$ cat src/rtl/uilf_map.svh
// Register offsets, field positions, reset values and status codes
`ifndef UILF_MAP_SVH
`define UILF_MAP_SVH

`define UILF_AW          3
`define UILF_A_DIV_LO    3'h0
`define UILF_A_DIV_HI    3'h1
`define UILF_A_STATUS    3'h2
`define UILF_A_LFC       3'h3
`define UILF_A_EFC       3'h6
`define UILF_A_FIFO      3'h7

`define UILF_LFC_DLAB    7
`define UILF_LFC_BREAK   6
`define UILF_LFC_FORCE   5
`define UILF_LFC_EVEN    4
`define UILF_LFC_PAR_EN  3
`define UILF_LFC_STOP    2
`define UILF_LFC_WL_HI   1
`define UILF_LFC_WL_LO   0
`define UILF_EFC_ENH     4
`define UILF_FIFO_EN     0

`define UILF_LFC_RST     8'h00
`define UILF_EFC_RST     8'h00
`define UILF_DIV_RST     8'h00
`define UILF_FIFO_RST    1'b0
`define UILF_RD_IDLE     8'h00

`define UILF_NSRC        7
`define UILF_ID_NONE     6'h01
`define UILF_ID_LINE     6'h06
`define UILF_ID_RXDATA   6'h04
`define UILF_ID_RXTO     6'h0C
`define UILF_ID_TXE      6'h02
`define UILF_ID_MODEM    6'h00
`define UILF_ID_XOFF     6'h10
`define UILF_ID_FLOW     6'h20

`define UILF_WL_BASE     4'h5
`define UILF_STOP_ONE    3'h2
`define UILF_STOP_ONEHALF 3'h3
`define UILF_STOP_TWO    3'h4

`endif

$ cat src/rtl/uilf_pkg.sv
// Types shared by the interrupt identification and line format logic
package uilf_pkg;

	typedef enum logic [1:0]
	{
		RPT_IDLE = 2'b00,
		RPT_HOLD = 2'b01
	} uilf_rpt_t;

	typedef enum logic [2:0]
	{
		SRC_LINE   = 3'h0,
		SRC_RXDATA = 3'h1,
		SRC_RXTO   = 3'h2,
		SRC_TXE    = 3'h3,
		SRC_MODEM  = 3'h4,
		SRC_XOFF   = 3'h5,
		SRC_FLOW   = 3'h6,
		SRC_NONE   = 3'h7
	} uilf_src_t;

endpackage : uilf_pkg

$ cat src/rtl/uilf_fmt.sv
// Character format decode and parity generation and check
`timescale 1ns/10ps
`include "uilf_map.svh"

module uilf_fmt
	import uilf_pkg::*;
(
	input  wire logic [7:0] lfc,
	input  wire logic [7:0] tx_data,
	input  wire logic [7:0] rx_data,
	input  wire logic       rx_par,
	output logic      [3:0] word_bits,
	output logic      [2:0] stop_halves,
	output logic            par_en,
	output logic            tx_par,
	output logic            rx_err
);

	logic [1:0] wl;
	logic [7:0] mask;
	logic       tx_ones;
	logic       rx_ones;
	logic       forced;
	logic       even;

	assign wl = lfc[`UILF_LFC_WL_HI:`UILF_LFC_WL_LO];
	// Values 0..3 give 5..8 data bits
	assign word_bits = `UILF_WL_BASE + {2'b00, wl};
	assign mask = {wl == 2'b11, wl >= 2'b10, wl != 2'b00, 5'h1F};
	// One stop bit, else one and a half for 5 bits, two otherwise
	assign stop_halves = !lfc[`UILF_LFC_STOP] ? `UILF_STOP_ONE :
		(wl == 2'b00) ? `UILF_STOP_ONEHALF : `UILF_STOP_TWO;

	assign par_en  = lfc[`UILF_LFC_PAR_EN];
	assign forced  = lfc[`UILF_LFC_FORCE];
	assign even    = lfc[`UILF_LFC_EVEN];
	assign tx_ones = ^(tx_data & mask);
	assign rx_ones = ^(rx_data & mask);
	// Forced parity is the inverse of the sense bit
	assign tx_par = !par_en ? 1'b0 : forced ? !even :
		(even ? tx_ones : !tx_ones);
	assign rx_err = par_en && (rx_par != (forced ? !even :
		(even ? rx_ones : !rx_ones)));

endmodule : uilf_fmt

$ cat src/rtl/uilf_top.sv
// One channel: prioritized interrupt identification and line format control
//
// Decided for this implementation: the strobed register port and the address map.
`timescale 1ns/10ps
`include "uilf_map.svh"

module uilf_top
	import uilf_pkg::*;
(
	input  wire logic                 SYS_CLK,
	input  wire logic                 RESET,
	input  wire logic [`UILF_AW-1:0]  ADDR,
	input  wire logic [7:0]           WDATA,
	input  wire logic                 WR,
	input  wire logic                 RD,
	output logic      [7:0]           RDATA,
	input  wire logic                 EVT_LINE_COND,
	input  wire logic                 EVT_RX_AVAIL,
	input  wire logic                 EVT_RX_TIMEOUT,
	input  wire logic                 EVT_TX_EMPTY,
	input  wire logic                 EVT_MODEM_CHG,
	input  wire logic                 EVT_XOFF,
	input  wire logic                 EVT_XON,
	input  wire logic                 EVT_FLOW_CHG,
	output logic                      IRQ_PENDING,
	output logic                      FIFO_ENABLE,
	output logic                      ENH_ENABLE,
	output logic      [15:0]          DIVISOR,
	input  wire logic                 TX_SERIAL,
	input  wire logic [7:0]           TX_DATA,
	input  wire logic [7:0]           RX_DATA,
	input  wire logic                 RX_PARITY,
	output logic                      TX_LINE,
	output logic                      TX_PARITY,
	output logic                      RX_PARITY_ERR,
	output logic                      PARITY_ON,
	output logic      [3:0]           WORD_BITS,
	output logic      [2:0]           STOP_HALVES
);

	localparam int NSRC = `UILF_NSRC;

	// Register state
	logic [7:0]             lfc_r;
	logic [7:0]             lfc_nxt;
	logic [7:0]             efc_r;
	logic [7:0]             efc_nxt;
	logic [7:0]             div_lo_r;
	logic [7:0]             div_lo_nxt;
	logic [7:0]             div_hi_r;
	logic [7:0]             div_hi_nxt;
	logic                   fifo_r;
	logic                   fifo_nxt;
	logic [7:0]             rdata_r;
	logic [7:0]             rdata_nxt;

	// Interrupt state
	logic [NSRC-1:0]        pend_r;
	logic [NSRC-1:0]        pend_nxt;
	logic [NSRC-1:0]        evt;
	logic [NSRC-1:0]        set_v;
	logic [NSRC-1:0]        clr_v;
	logic [NSRC-1:0]        allow_v;
	logic [NSRC-1:0]        pend_vis;
	uilf_rpt_t              rpt_r;
	uilf_rpt_t              rpt_nxt;
	uilf_src_t              cur_r;
	uilf_src_t              cur_nxt;
	uilf_src_t              top_src;
	uilf_src_t              shown;
	logic                   cur_live;

	// Decode
	logic                   dlab;
	logic                   enh;
	logic                   sel_div_lo;
	logic                   sel_div_hi;
	logic                   sel_status;
	logic                   sel_lfc;
	logic                   sel_efc;
	logic                   sel_fifo;
	logic                   rd_status;
	logic                   wr_lfc;
	logic                   wr_efc;
	logic                   wr_div_lo;
	logic                   wr_div_hi;
	logic                   wr_fifo;
	logic [5:0]             id_code;
	logic [7:0]             status_byte;
	logic [7:0]             rd_mux;

	// Line side registered outputs
	logic                   tx_line_r;
	logic                   tx_par_r;
	logic                   rx_err_r;
	logic                   par_on_r;
	logic [3:0]             wbits_r;
	logic [2:0]             stop_r;
	logic                   tx_par_w;
	logic                   rx_err_w;
	logic                   par_on_w;
	logic [3:0]             wbits_w;
	logic [2:0]             stop_w;

	// Address decode
	assign dlab       = lfc_r[`UILF_LFC_DLAB];
	assign enh        = efc_r[`UILF_EFC_ENH];
	assign sel_div_lo = (ADDR == `UILF_A_DIV_LO) && dlab;
	assign sel_div_hi = (ADDR == `UILF_A_DIV_HI) && dlab;
	assign sel_efc    = (ADDR == `UILF_A_EFC) && dlab;
	assign sel_status = (ADDR == `UILF_A_STATUS);
	assign sel_lfc    = (ADDR == `UILF_A_LFC);
	assign sel_fifo   = (ADDR == `UILF_A_FIFO);
	assign rd_status  = RD && sel_status;

	// Write enables
	assign wr_lfc    = WR && sel_lfc;
	assign wr_efc    = WR && sel_efc;
	assign wr_div_lo = WR && sel_div_lo;
	assign wr_div_hi = WR && sel_div_hi;
	assign wr_fifo   = WR && sel_fifo;

	// Register writes
	assign lfc_nxt    = wr_lfc ? WDATA : lfc_r;
	assign efc_nxt    = wr_efc ? WDATA : efc_r;
	assign div_lo_nxt = wr_div_lo ? WDATA : div_lo_r;
	assign div_hi_nxt = wr_div_hi ? WDATA : div_hi_r;
	assign fifo_nxt   = wr_fifo ? WDATA[`UILF_FIFO_EN] : fifo_r;

	// Event vector in priority order
	assign evt[SRC_LINE]   = EVT_LINE_COND;
	assign evt[SRC_RXDATA] = EVT_RX_AVAIL;
	assign evt[SRC_RXTO]   = EVT_RX_TIMEOUT;
	assign evt[SRC_TXE]    = EVT_TX_EMPTY;
	assign evt[SRC_MODEM]  = EVT_MODEM_CHG;
	assign evt[SRC_XOFF]   = EVT_XOFF;
	assign evt[SRC_FLOW]   = EVT_FLOW_CHG;

	// Flags that may be shown; enhanced codes need the enable
	assign pend_vis = pend_r & allow_v;

	// Highest pending source, lowest index wins
	assign top_src =
		pend_vis[SRC_LINE]   ? SRC_LINE   :
		pend_vis[SRC_RXDATA] ? SRC_RXDATA :
		pend_vis[SRC_RXTO]   ? SRC_RXTO   :
		pend_vis[SRC_TXE]    ? SRC_TXE    :
		pend_vis[SRC_MODEM]  ? SRC_MODEM  :
		pend_vis[SRC_XOFF]   ? SRC_XOFF   :
		pend_vis[SRC_FLOW]   ? SRC_FLOW   : SRC_NONE;

	// Held source keeps its place until read or until its flag clears
	assign cur_live = (cur_r != SRC_NONE) && pend_vis[cur_r];
	assign shown    = (rpt_r == RPT_HOLD && cur_live) ? cur_r : top_src;

	// Per source sticky flag; set wins over clear
	genvar gi;
	generate
		for (gi = 0; gi < NSRC; gi = gi + 1)
		begin : g_src
			if (gi == SRC_XOFF || gi == SRC_FLOW)
			begin : g_enh
				assign allow_v[gi] = enh;
			end
			else
			begin : g_std
				assign allow_v[gi] = 1'b1;
			end
			assign set_v[gi] = evt[gi] && allow_v[gi];
			if (gi == SRC_XOFF)
			begin : g_xoff
				assign clr_v[gi] = EVT_XON || !enh;
			end
			else
			begin : g_rd
				assign clr_v[gi] = (rd_status && (shown == gi)) || !allow_v[gi];
			end
			assign pend_nxt[gi] = set_v[gi] || (pend_r[gi] && !clr_v[gi]);
		end
	endgenerate

	// Report hold machine
	always_comb
	begin
		rpt_nxt = rpt_r;
		cur_nxt = cur_r;
		unique case (rpt_r)
			RPT_IDLE:
			begin
				if (!rd_status && top_src != SRC_NONE)
				begin
					rpt_nxt = RPT_HOLD;
					cur_nxt = top_src;
				end
			end
			RPT_HOLD:
			begin
				if (rd_status || !cur_live)
				begin
					rpt_nxt = RPT_IDLE;
					cur_nxt = SRC_NONE;
				end
			end
			default:
			begin
				rpt_nxt = RPT_IDLE;
				cur_nxt = SRC_NONE;
			end
		endcase
	end

	// Identification code of the shown source
	assign id_code =
		(shown == SRC_LINE)   ? `UILF_ID_LINE   :
		(shown == SRC_RXDATA) ? `UILF_ID_RXDATA :
		(shown == SRC_RXTO)   ? `UILF_ID_RXTO   :
		(shown == SRC_TXE)    ? `UILF_ID_TXE    :
		(shown == SRC_MODEM)  ? `UILF_ID_MODEM  :
		(shown == SRC_XOFF)   ? `UILF_ID_XOFF   :
		(shown == SRC_FLOW)   ? `UILF_ID_FLOW   : `UILF_ID_NONE;

	assign status_byte = {fifo_r, fifo_r, id_code};

	// Read data select; unmapped reads give zero
	assign rd_mux =
		sel_status ? status_byte :
		sel_lfc    ? lfc_r :
		sel_div_lo ? div_lo_r :
		sel_div_hi ? div_hi_r :
		sel_efc    ? efc_r :
		sel_fifo   ? {7'h00, fifo_r} : `UILF_RD_IDLE;

	assign rdata_nxt = RD ? rd_mux : `UILF_RD_IDLE;

	// Format decode and parity
	uilf_fmt u_fmt
	(
		.lfc         (lfc_r),
		.tx_data     (TX_DATA),
		.rx_data     (RX_DATA),
		.rx_par      (RX_PARITY),
		.word_bits   (wbits_w),
		.stop_halves (stop_w),
		.par_en      (par_on_w),
		.tx_par      (tx_par_w),
		.rx_err      (rx_err_w)
	);

	// Control registers
	always_ff @(posedge SYS_CLK)
	begin
		if (RESET)
		begin
			lfc_r    <= `UILF_LFC_RST;
			efc_r    <= `UILF_EFC_RST;
			div_lo_r <= `UILF_DIV_RST;
			div_hi_r <= `UILF_DIV_RST;
			fifo_r   <= `UILF_FIFO_RST;
			rdata_r  <= `UILF_RD_IDLE;
		end
		else
		begin
			lfc_r    <= lfc_nxt;
			efc_r    <= efc_nxt;
			div_lo_r <= div_lo_nxt;
			div_hi_r <= div_hi_nxt;
			fifo_r   <= fifo_nxt;
			rdata_r  <= rdata_nxt;
		end
	end

	// Interrupt registers
	always_ff @(posedge SYS_CLK)
	begin
		if (RESET)
		begin
			pend_r <= '0;
			rpt_r  <= RPT_IDLE;
			cur_r  <= SRC_NONE;
		end
		else
		begin
			pend_r <= pend_nxt;
			rpt_r  <= rpt_nxt;
			cur_r  <= cur_nxt;
		end
	end

	// Line side outputs
	always_ff @(posedge SYS_CLK)
	begin
		if (RESET)
		begin
			tx_line_r <= 1'b1;
			tx_par_r  <= 1'b0;
			rx_err_r  <= 1'b0;
			par_on_r  <= 1'b0;
			wbits_r   <= `UILF_WL_BASE;
			stop_r    <= `UILF_STOP_ONE;
		end
		else
		begin
			tx_line_r <= TX_SERIAL && !lfc_r[`UILF_LFC_BREAK];
			tx_par_r  <= tx_par_w;
			rx_err_r  <= rx_err_w;
			par_on_r  <= par_on_w;
			wbits_r   <= wbits_w;
			stop_r    <= stop_w;
		end
	end

	// Outputs
	assign RDATA         = rdata_r;
	assign IRQ_PENDING   = (shown != SRC_NONE);
	assign FIFO_ENABLE   = fifo_r;
	assign ENH_ENABLE    = enh;
	assign DIVISOR       = {div_hi_r, div_lo_r};
	assign TX_LINE       = tx_line_r;
	assign TX_PARITY     = tx_par_r;
	assign RX_PARITY_ERR = rx_err_r;
	assign PARITY_ON     = par_on_r;
	assign WORD_BITS     = wbits_r;
	assign STOP_HALVES   = stop_r;

endmodule : uilf_top

$ cat config.mk
export PLATFORM = sky130hd
export DESIGN_NAME = uilf_top
export DESIGN_NICKNAME = d
export VERILOG_FILES = /design/src/rtl/uilf_pkg.sv /design/src/rtl/uilf_fmt.sv /design/src/rtl/uilf_top.sv
export VERILOG_INCLUDE_DIRS = /design/src /design/src/rtl
export SDC_FILE = /design/constraint.sdc
export NUM_CORES = 1
export LEC_CHECK = 0
export BUFFER_PORTS_ARGS = -buffer_cell sky130_fd_sc_hd__buf_4
export CAP_MARGIN = 20
export CORE_MARGIN = 8
export CORE_UTILIZATION = 53
export DETAILED_ROUTE_END_ITERATION = 10
export PLACE_DENSITY = 0.79
export SYNTH_ARGS = -nofsm -noshare
export SYNTH_HDL_FRONTEND = slang
export SYNTH_SLANG_ARGS = --single-unit
$ cat constraint.sdc
create_clock -name SYS_CLK -period 2.4 [get_ports SYS_CLK]
set_input_delay 0.36 -clock SYS_CLK [delete_from_list [all_inputs] [get_ports SYS_CLK]]
set_output_delay 0.36 -clock SYS_CLK [all_outputs]
set_load 0.05 [all_outputs]
Yosys cells after proc, flatten, opt, wreduce, memory -nomap -nowiden. Index checks and enable logic that the tools add are counted.

RAM bits: 0. Bits in latches: 0. Memories: 0. Output and inout bits: 38. Bits of input ports: 41. Word-level logic and storage cells: 141. Memory bits (read-only): 0. Flip-flop bits (word level): 64.

$add $sub $neg: 1. Equality and inequality tests: 19. Reductions and logical operators: 64. Magnitude comparators: 2. $mul: 0. Bitwise gates (word level): 6. Shift operators: 0. Multiplexer cells: 34. Div/mod/pow operators: 0.

Operator list (number): $mux 6 (7); $mux 8 (5); $logic_and 1x1->1 (29); $mux 3 (8); $and 8x8->8 (2); $reduce_xor 8->1 (2); $eq 3x3->1 const B (5); $logic_not 1->1 (14); $eq 3x2->1 const B (4); $logic_or 1x1->1 (10); $ne 3x3->1 const B (3); $mux 2 (4); $and 7x7->7 (1); $mux 1 (7); $eq 3x1->1 const B (2); $logic_not 3->1 (2); $pmux 3 s2 (1); $reduce_or 2->1 (3); $add 3x2->4 const A (1); $logic_not 2->1 (2); $lt 3x4->1 const B (1); $pmux 2 s2 (1); $bmux 1 s3 (1); $not 1->1 (3); other kinds (8) (8).

Longest topological paths before layout.
Depth in word-level cells: 18. Mapped depth: 7. Mapped depth without buffers: 7.

By module. From an unflattened synthesis, not the netlist that was laid out.

Cell total of the unflattened synthesis: 338. Area, all modules: 3035.4 µm².

Modules (own cells, without submodules): uilf_top (cells each 303, times used 1, area each 2755.1 µm²); uilf_fmt (cells each 35, times used 1, area each 280.3 µm²).

Least setup slack after synthesis. Ideal clock, no wire load.

Kind: register to output. From: reg efc_r[4]. To: out IRQ_PENDING. Required time: 2.040 ns. Path slack: -0.074 ns. Stages on the path, launching flop included: 7. Arrival: 2.114 ns. Cells stage by stage: dfxtp_1 -> buf_4 -> and4b_1 -> o41ai_2 -> nor2_2 -> mux2i_1 -> nand2_1.

Word-level cells in the longest chain between the ends: 10. Elaborated cells between the ends (all ways): 14. Classes of those cells: 1 x eq/ne; 10 x mux; 1 x bitwise; 2 x reduce/logical.

Ends and longest elaborated chain: start, declared (RTL line uilf_top.sv:46) `logic [7:0] efc_r;`; start signal, assigned (RTL line uilf_top.sv:255) `` efc_r <= `UILF_EFC_RST; ``; start signal, assigned (RTL line uilf_top.sv:264) `efc_r <= efc_nxt;`; $and 7x7->7 (*) (RTL line uilf_top.sv:140) `assign pend_vis = pend_r & allow_v;`; $mux 1 (RTL line uilf_top.sv:150) `pend_vis[SRC_FLOW] ? SRC_FLOW : SRC_NONE;`; $mux 2 (RTL line uilf_top.sv:149) `pend_vis[SRC_XOFF] ? SRC_XOFF :`; $mux 2 (RTL line uilf_top.sv:148) `pend_vis[SRC_MODEM] ? SRC_MODEM :`; $mux 3 (RTL line uilf_top.sv:147) `pend_vis[SRC_TXE] ? SRC_TXE :`; $mux 3 (RTL line uilf_top.sv:146) `pend_vis[SRC_RXTO] ? SRC_RXTO :`; $mux 3 (RTL line uilf_top.sv:145) `pend_vis[SRC_RXDATA] ? SRC_RXDATA :`; $mux 3 (RTL line uilf_top.sv:144) `pend_vis[SRC_LINE] ? SRC_LINE :`; $mux 3 (*) (RTL line uilf_top.sv:154) `assign shown = (rpt_r == RPT_HOLD && cur_live) ? cur_r : top_src;`; $ne 3x3->1 (*) (RTL line uilf_top.sv:314) `assign IRQ_PENDING = (shown != SRC_NONE);`; end, declared (RTL line uilf_top.sv:25) `output logic IRQ_PENDING,`.

Mark *: on every way between the ends. The rest lies on a longest branch, timed or not. The select of a mux whose other input is x is not followed.

Final worst setup path.
From: reg cur_r[0]. To: out IRQ_PENDING.

Word-level cells in the longest chain between the ends: 6. Elaborated cells between the ends (all ways): 7. Classes of those cells: 2 x eq/ne; 3 x mux; 2 x reduce/logical.

Ends and longest elaborated chain: start, declared (RTL line uilf_top.sv:67) `uilf_src_t cur_r;`; start signal, assigned (RTL line uilf_top.sv:285) `cur_r <= cur_nxt;`; $bmux 1 s3 (RTL line uilf_top.sv:153) `assign cur_live = (cur_r != SRC_NONE) && pend_vis[cur_r];`; $mux 1 (implied by the code) (RTL line uilf_top.sv:153); $logic_and 1x1->1 (RTL line uilf_top.sv:153); $logic_and 1x1->1 (RTL line uilf_top.sv:154); $mux 3 (*) (RTL line uilf_top.sv:154); $ne 3x3->1 (*) (RTL line uilf_top.sv:314).

Marks and branches as above.

==> impl_results.md <==
* Outcome: completed
* Skew-Pair Late Insertion Delay at 0.34 ns
* DR iter-0 viols at 175
* Worst Skew at 0.00911 ns
* Initial antenna violation count at 0
* Post-route insts no fill at 520
* CTS clk-pin slew, worst paths at 0.08 ns
* Remaining DRCs at 0
* Die W at 91.6 um
* Clk sink count at 63
* Post-synthesis mux area share at 0.0273
* CP arrival at 1.89 ns
* Simple-Gate Fraction of Synth Area at 0.249
* Main synth FF type: dfxtp_1
* Final Instance Area at 0.00393 sq mm
* First-pass detailed-route iteration total at 4
* Overflow after GRT at 0
* # fillers at 458
* Clk buf depth at 2
* Area of the multi-input gates at 0.00162 sq mm
* Ys Warns at 0
* Global-route wire length before repair at 14.4 mm
* Final Util at 0.714
* Final worst slack at 0.149 ns
* Slew HR at 0.630
* Critical Path RT at 2.04 ns
* Leak pwr at 1.58 nW
* Count leader, synth: dfxtp_1
* Post-CTS Hold Buffers at 0
* Crit path max fanout at 9
* ANT cells at 0
* Compound-cell area share of the yosys netlist at 0.194
* Critical path class: flop to output port
* Vias per inst at 5.68
* Synth Net Count at 407
* Maximum VDD drop at 0.438 mV
* Nets at 487
* Synth area leaders: dfxtp_1, nand2_1, a21oi_1, nand3_1, mux2i_1
* Synthesized area at 0.00303 sq mm
* Maximum clock rate at 444 MHz
* Proportion of layout cells with a drive suffix above 1 at 0.272
* Combinational family with the most area after synthesis: simple AND/OR/NAND/NOR gates
* Antenna violation net count after detailed routing at 0
* Worst slack, placed at 0.290 ns
* Final Setup Violations at 0
* Yosys reg bits at 63
* Initial core utilization at 0.550
* TritonCTS buffer count at 9
* Seq/Total Area, Yosys at 0.416
* Port Buffers at 78
* Fin Setup TNS at 0 ns
* Die area at 0.00839 sq mm
* Crit share post-route at 0.938
* CORE AREA at 0.00551 sq mm
* Hold Path Class: input pin to flop
* Distinct cells, synth at 57
* XOR/XNOR share of the synthesized area at 0.0467
* Crit path capture type: output port
* Num rows at 27
* Synth-to-Final Area Change at 29.8%
* Detailed placement HPWL at 6.60 mm
* Cells after DPL at 501
* H-tree depth at 3
* Async set or reset register ratio after synthesis at 0
* Pwr Density at 628 mW/mm^2
* Cell count of the worst hold path at 2
* R2r setup slk at 0.32 ns
* Vias in the first global route at 2,842
* Count of final max-slew check failures at 0
* Fin Hold WS at 0.212 ns
* Power, Total at 2.47 mW
* Die Ht at 91.6 um
* DP Area at 0.00366 sq mm
* Final min period at 2.25 ns
* Cells after Synth at 363
* Unrepaired setup endpoints after global routing: false
* Cell count of the worst reg-to-reg path at 7
* RD Place Congestion at 0.888
* Post-synth top area share at 0.416
* Hold Fails Final Rpt at 0
* Seq. cell area at 0.00127 sq mm
* TritonCTS clock tree: yes
* GRT Overall Usage at 0.212
* Adder-cell share of the synthesized area at 0.0124
* Final Routed Wirelength at 8.79 mm
* Post-synth EDFFs at 0
* Syn avg cell area at 8.35 sq um
* Via count at 2,954
* Root Buffer: clkbuf_8
* Pin count of the biggest net entering global routing at 55
* Max-cap violations at 0
* IO Pins at 79
* Synth area leader: dfxtp_1
* Worst-Margin Slew at 0.555 ns
* Routed len/inst at 16.9 um
* Startpoint types: flop
* Most frequent cells after synthesis: dfxtp_1, nand2_1, a21oi_1, nand3_1
[power breakdown]
group	total, mW	switching, mW	internal [mW]
combinational	0.327	0.171	0.156
clock	1.05	0.449	0.597
sequential	1.10	0.0301	1.07
[registers in the layout, summed over array words and instances, names as in the netlist, 3 cells and up]
| name | count |
|---|---|
| RDATA | 8 |
| div_hi_r | 8 |
| div_lo_r | 8 |
| efc_r | 8 |
| lfc_r | 8 |
| pend_r | 7 |
| WORD_BITS | 4 |
| STOP_HALVES | 3 |
| cur_r | 3 |
[cell usage in the layout, fill, tap and decap left out, types with 3 or more instances in the layout]
cell type | synthesis | final
o21ai_0 | 12 | 11
xnor2_1 | 5 | 5
buf_4 | 2 | 92
xor2_1 | 6 | 6
nand2_1 | 61 | 61
nor2b_1 | 7 | 7
nand3_1 | 26 | 26
mux2i_1 | 6 | 6
nor2_1 | 15 | 15
a31oi_1 | 7 | 7
dfxtp_1 | 63 | 60
a211oi_1 | 4 | 4
ha_1 | 3 | 3
nor3_1 | 12 | 12
clkinv_4 | 0 | 3
clkbuf_8 | 1 | 9
inv_1 | 10 | 10
a21oi_1 | 41 | 41
nand2b_1 | 4 | 4
a22oi_1 | 8 | 8
[path summary, 6_finish.rpt]
check                              from                        to
setup / recovery  cur_r[0]$_SDFFE_PP1P_               IRQ_PENDING
hold / removal                TX_SERIAL        TX_LINE$_SDFF_PP1_
setup reg to reg  lfc_r[0]$_SDFFE_PP0P_  RX_PARITY_ERR$_SDFF_PP0_
hold reg to reg   efc_r[1]$_SDFFE_PP0P_     efc_r[1]$_SDFFE_PP0P_
[worst max-delay path: stages, from the launching register on]
cell and delay, ns:
dfxtp_4 0.40, mux4_2 0.51, nor2_2 0.14, nor2_4 0.06, mux2i_1 0.19, nand2_1 0.08, buf_4 0.19
[what timing repair did]
| action | in CTS | in global routing |
|---|---|---|
| resized for setup | 2 | 4 |
| pin swaps | 0 | 1 |
| setup endpoints to repair | 1 | 1 |
| buffers inserted | 0 | 3 |
[logic make-up (layout without fill, tap and decap cells)]
family / Yosys count / count (layout)
AND/OR/NAND/NOR: 151 / 151
XOR/XNOR: 13 / 13
multiplexers: 7 / 7
AO/OA/AOI/OAI: 93 / 93
buffers and inverters: 33 / 118
flip-flops: 63 / 63
adder cells (fa/ha/maj): 3 / 3
[layer usage]
metal	global-route usage	wire, um	up-vias
met5	0	0	-
met4	0.0887	197	0
met3	0.0481	573	13
met2	0.352	4470	92
met1	0.258	3550	1394
li1	-	-	1455
[cell type report]
type / count / share of cell area
multi-input combinational: 267 / 0.412
sequential: 63 / 0.322
timing repair buffer: 92 / 0.176
clock buffer: 9 / 0.0315
clock inverter: 7 / 0.0264
tap: 72 / 0.0229
inverter: 10 / 0.00954
(Power assumes the default switching activity.)
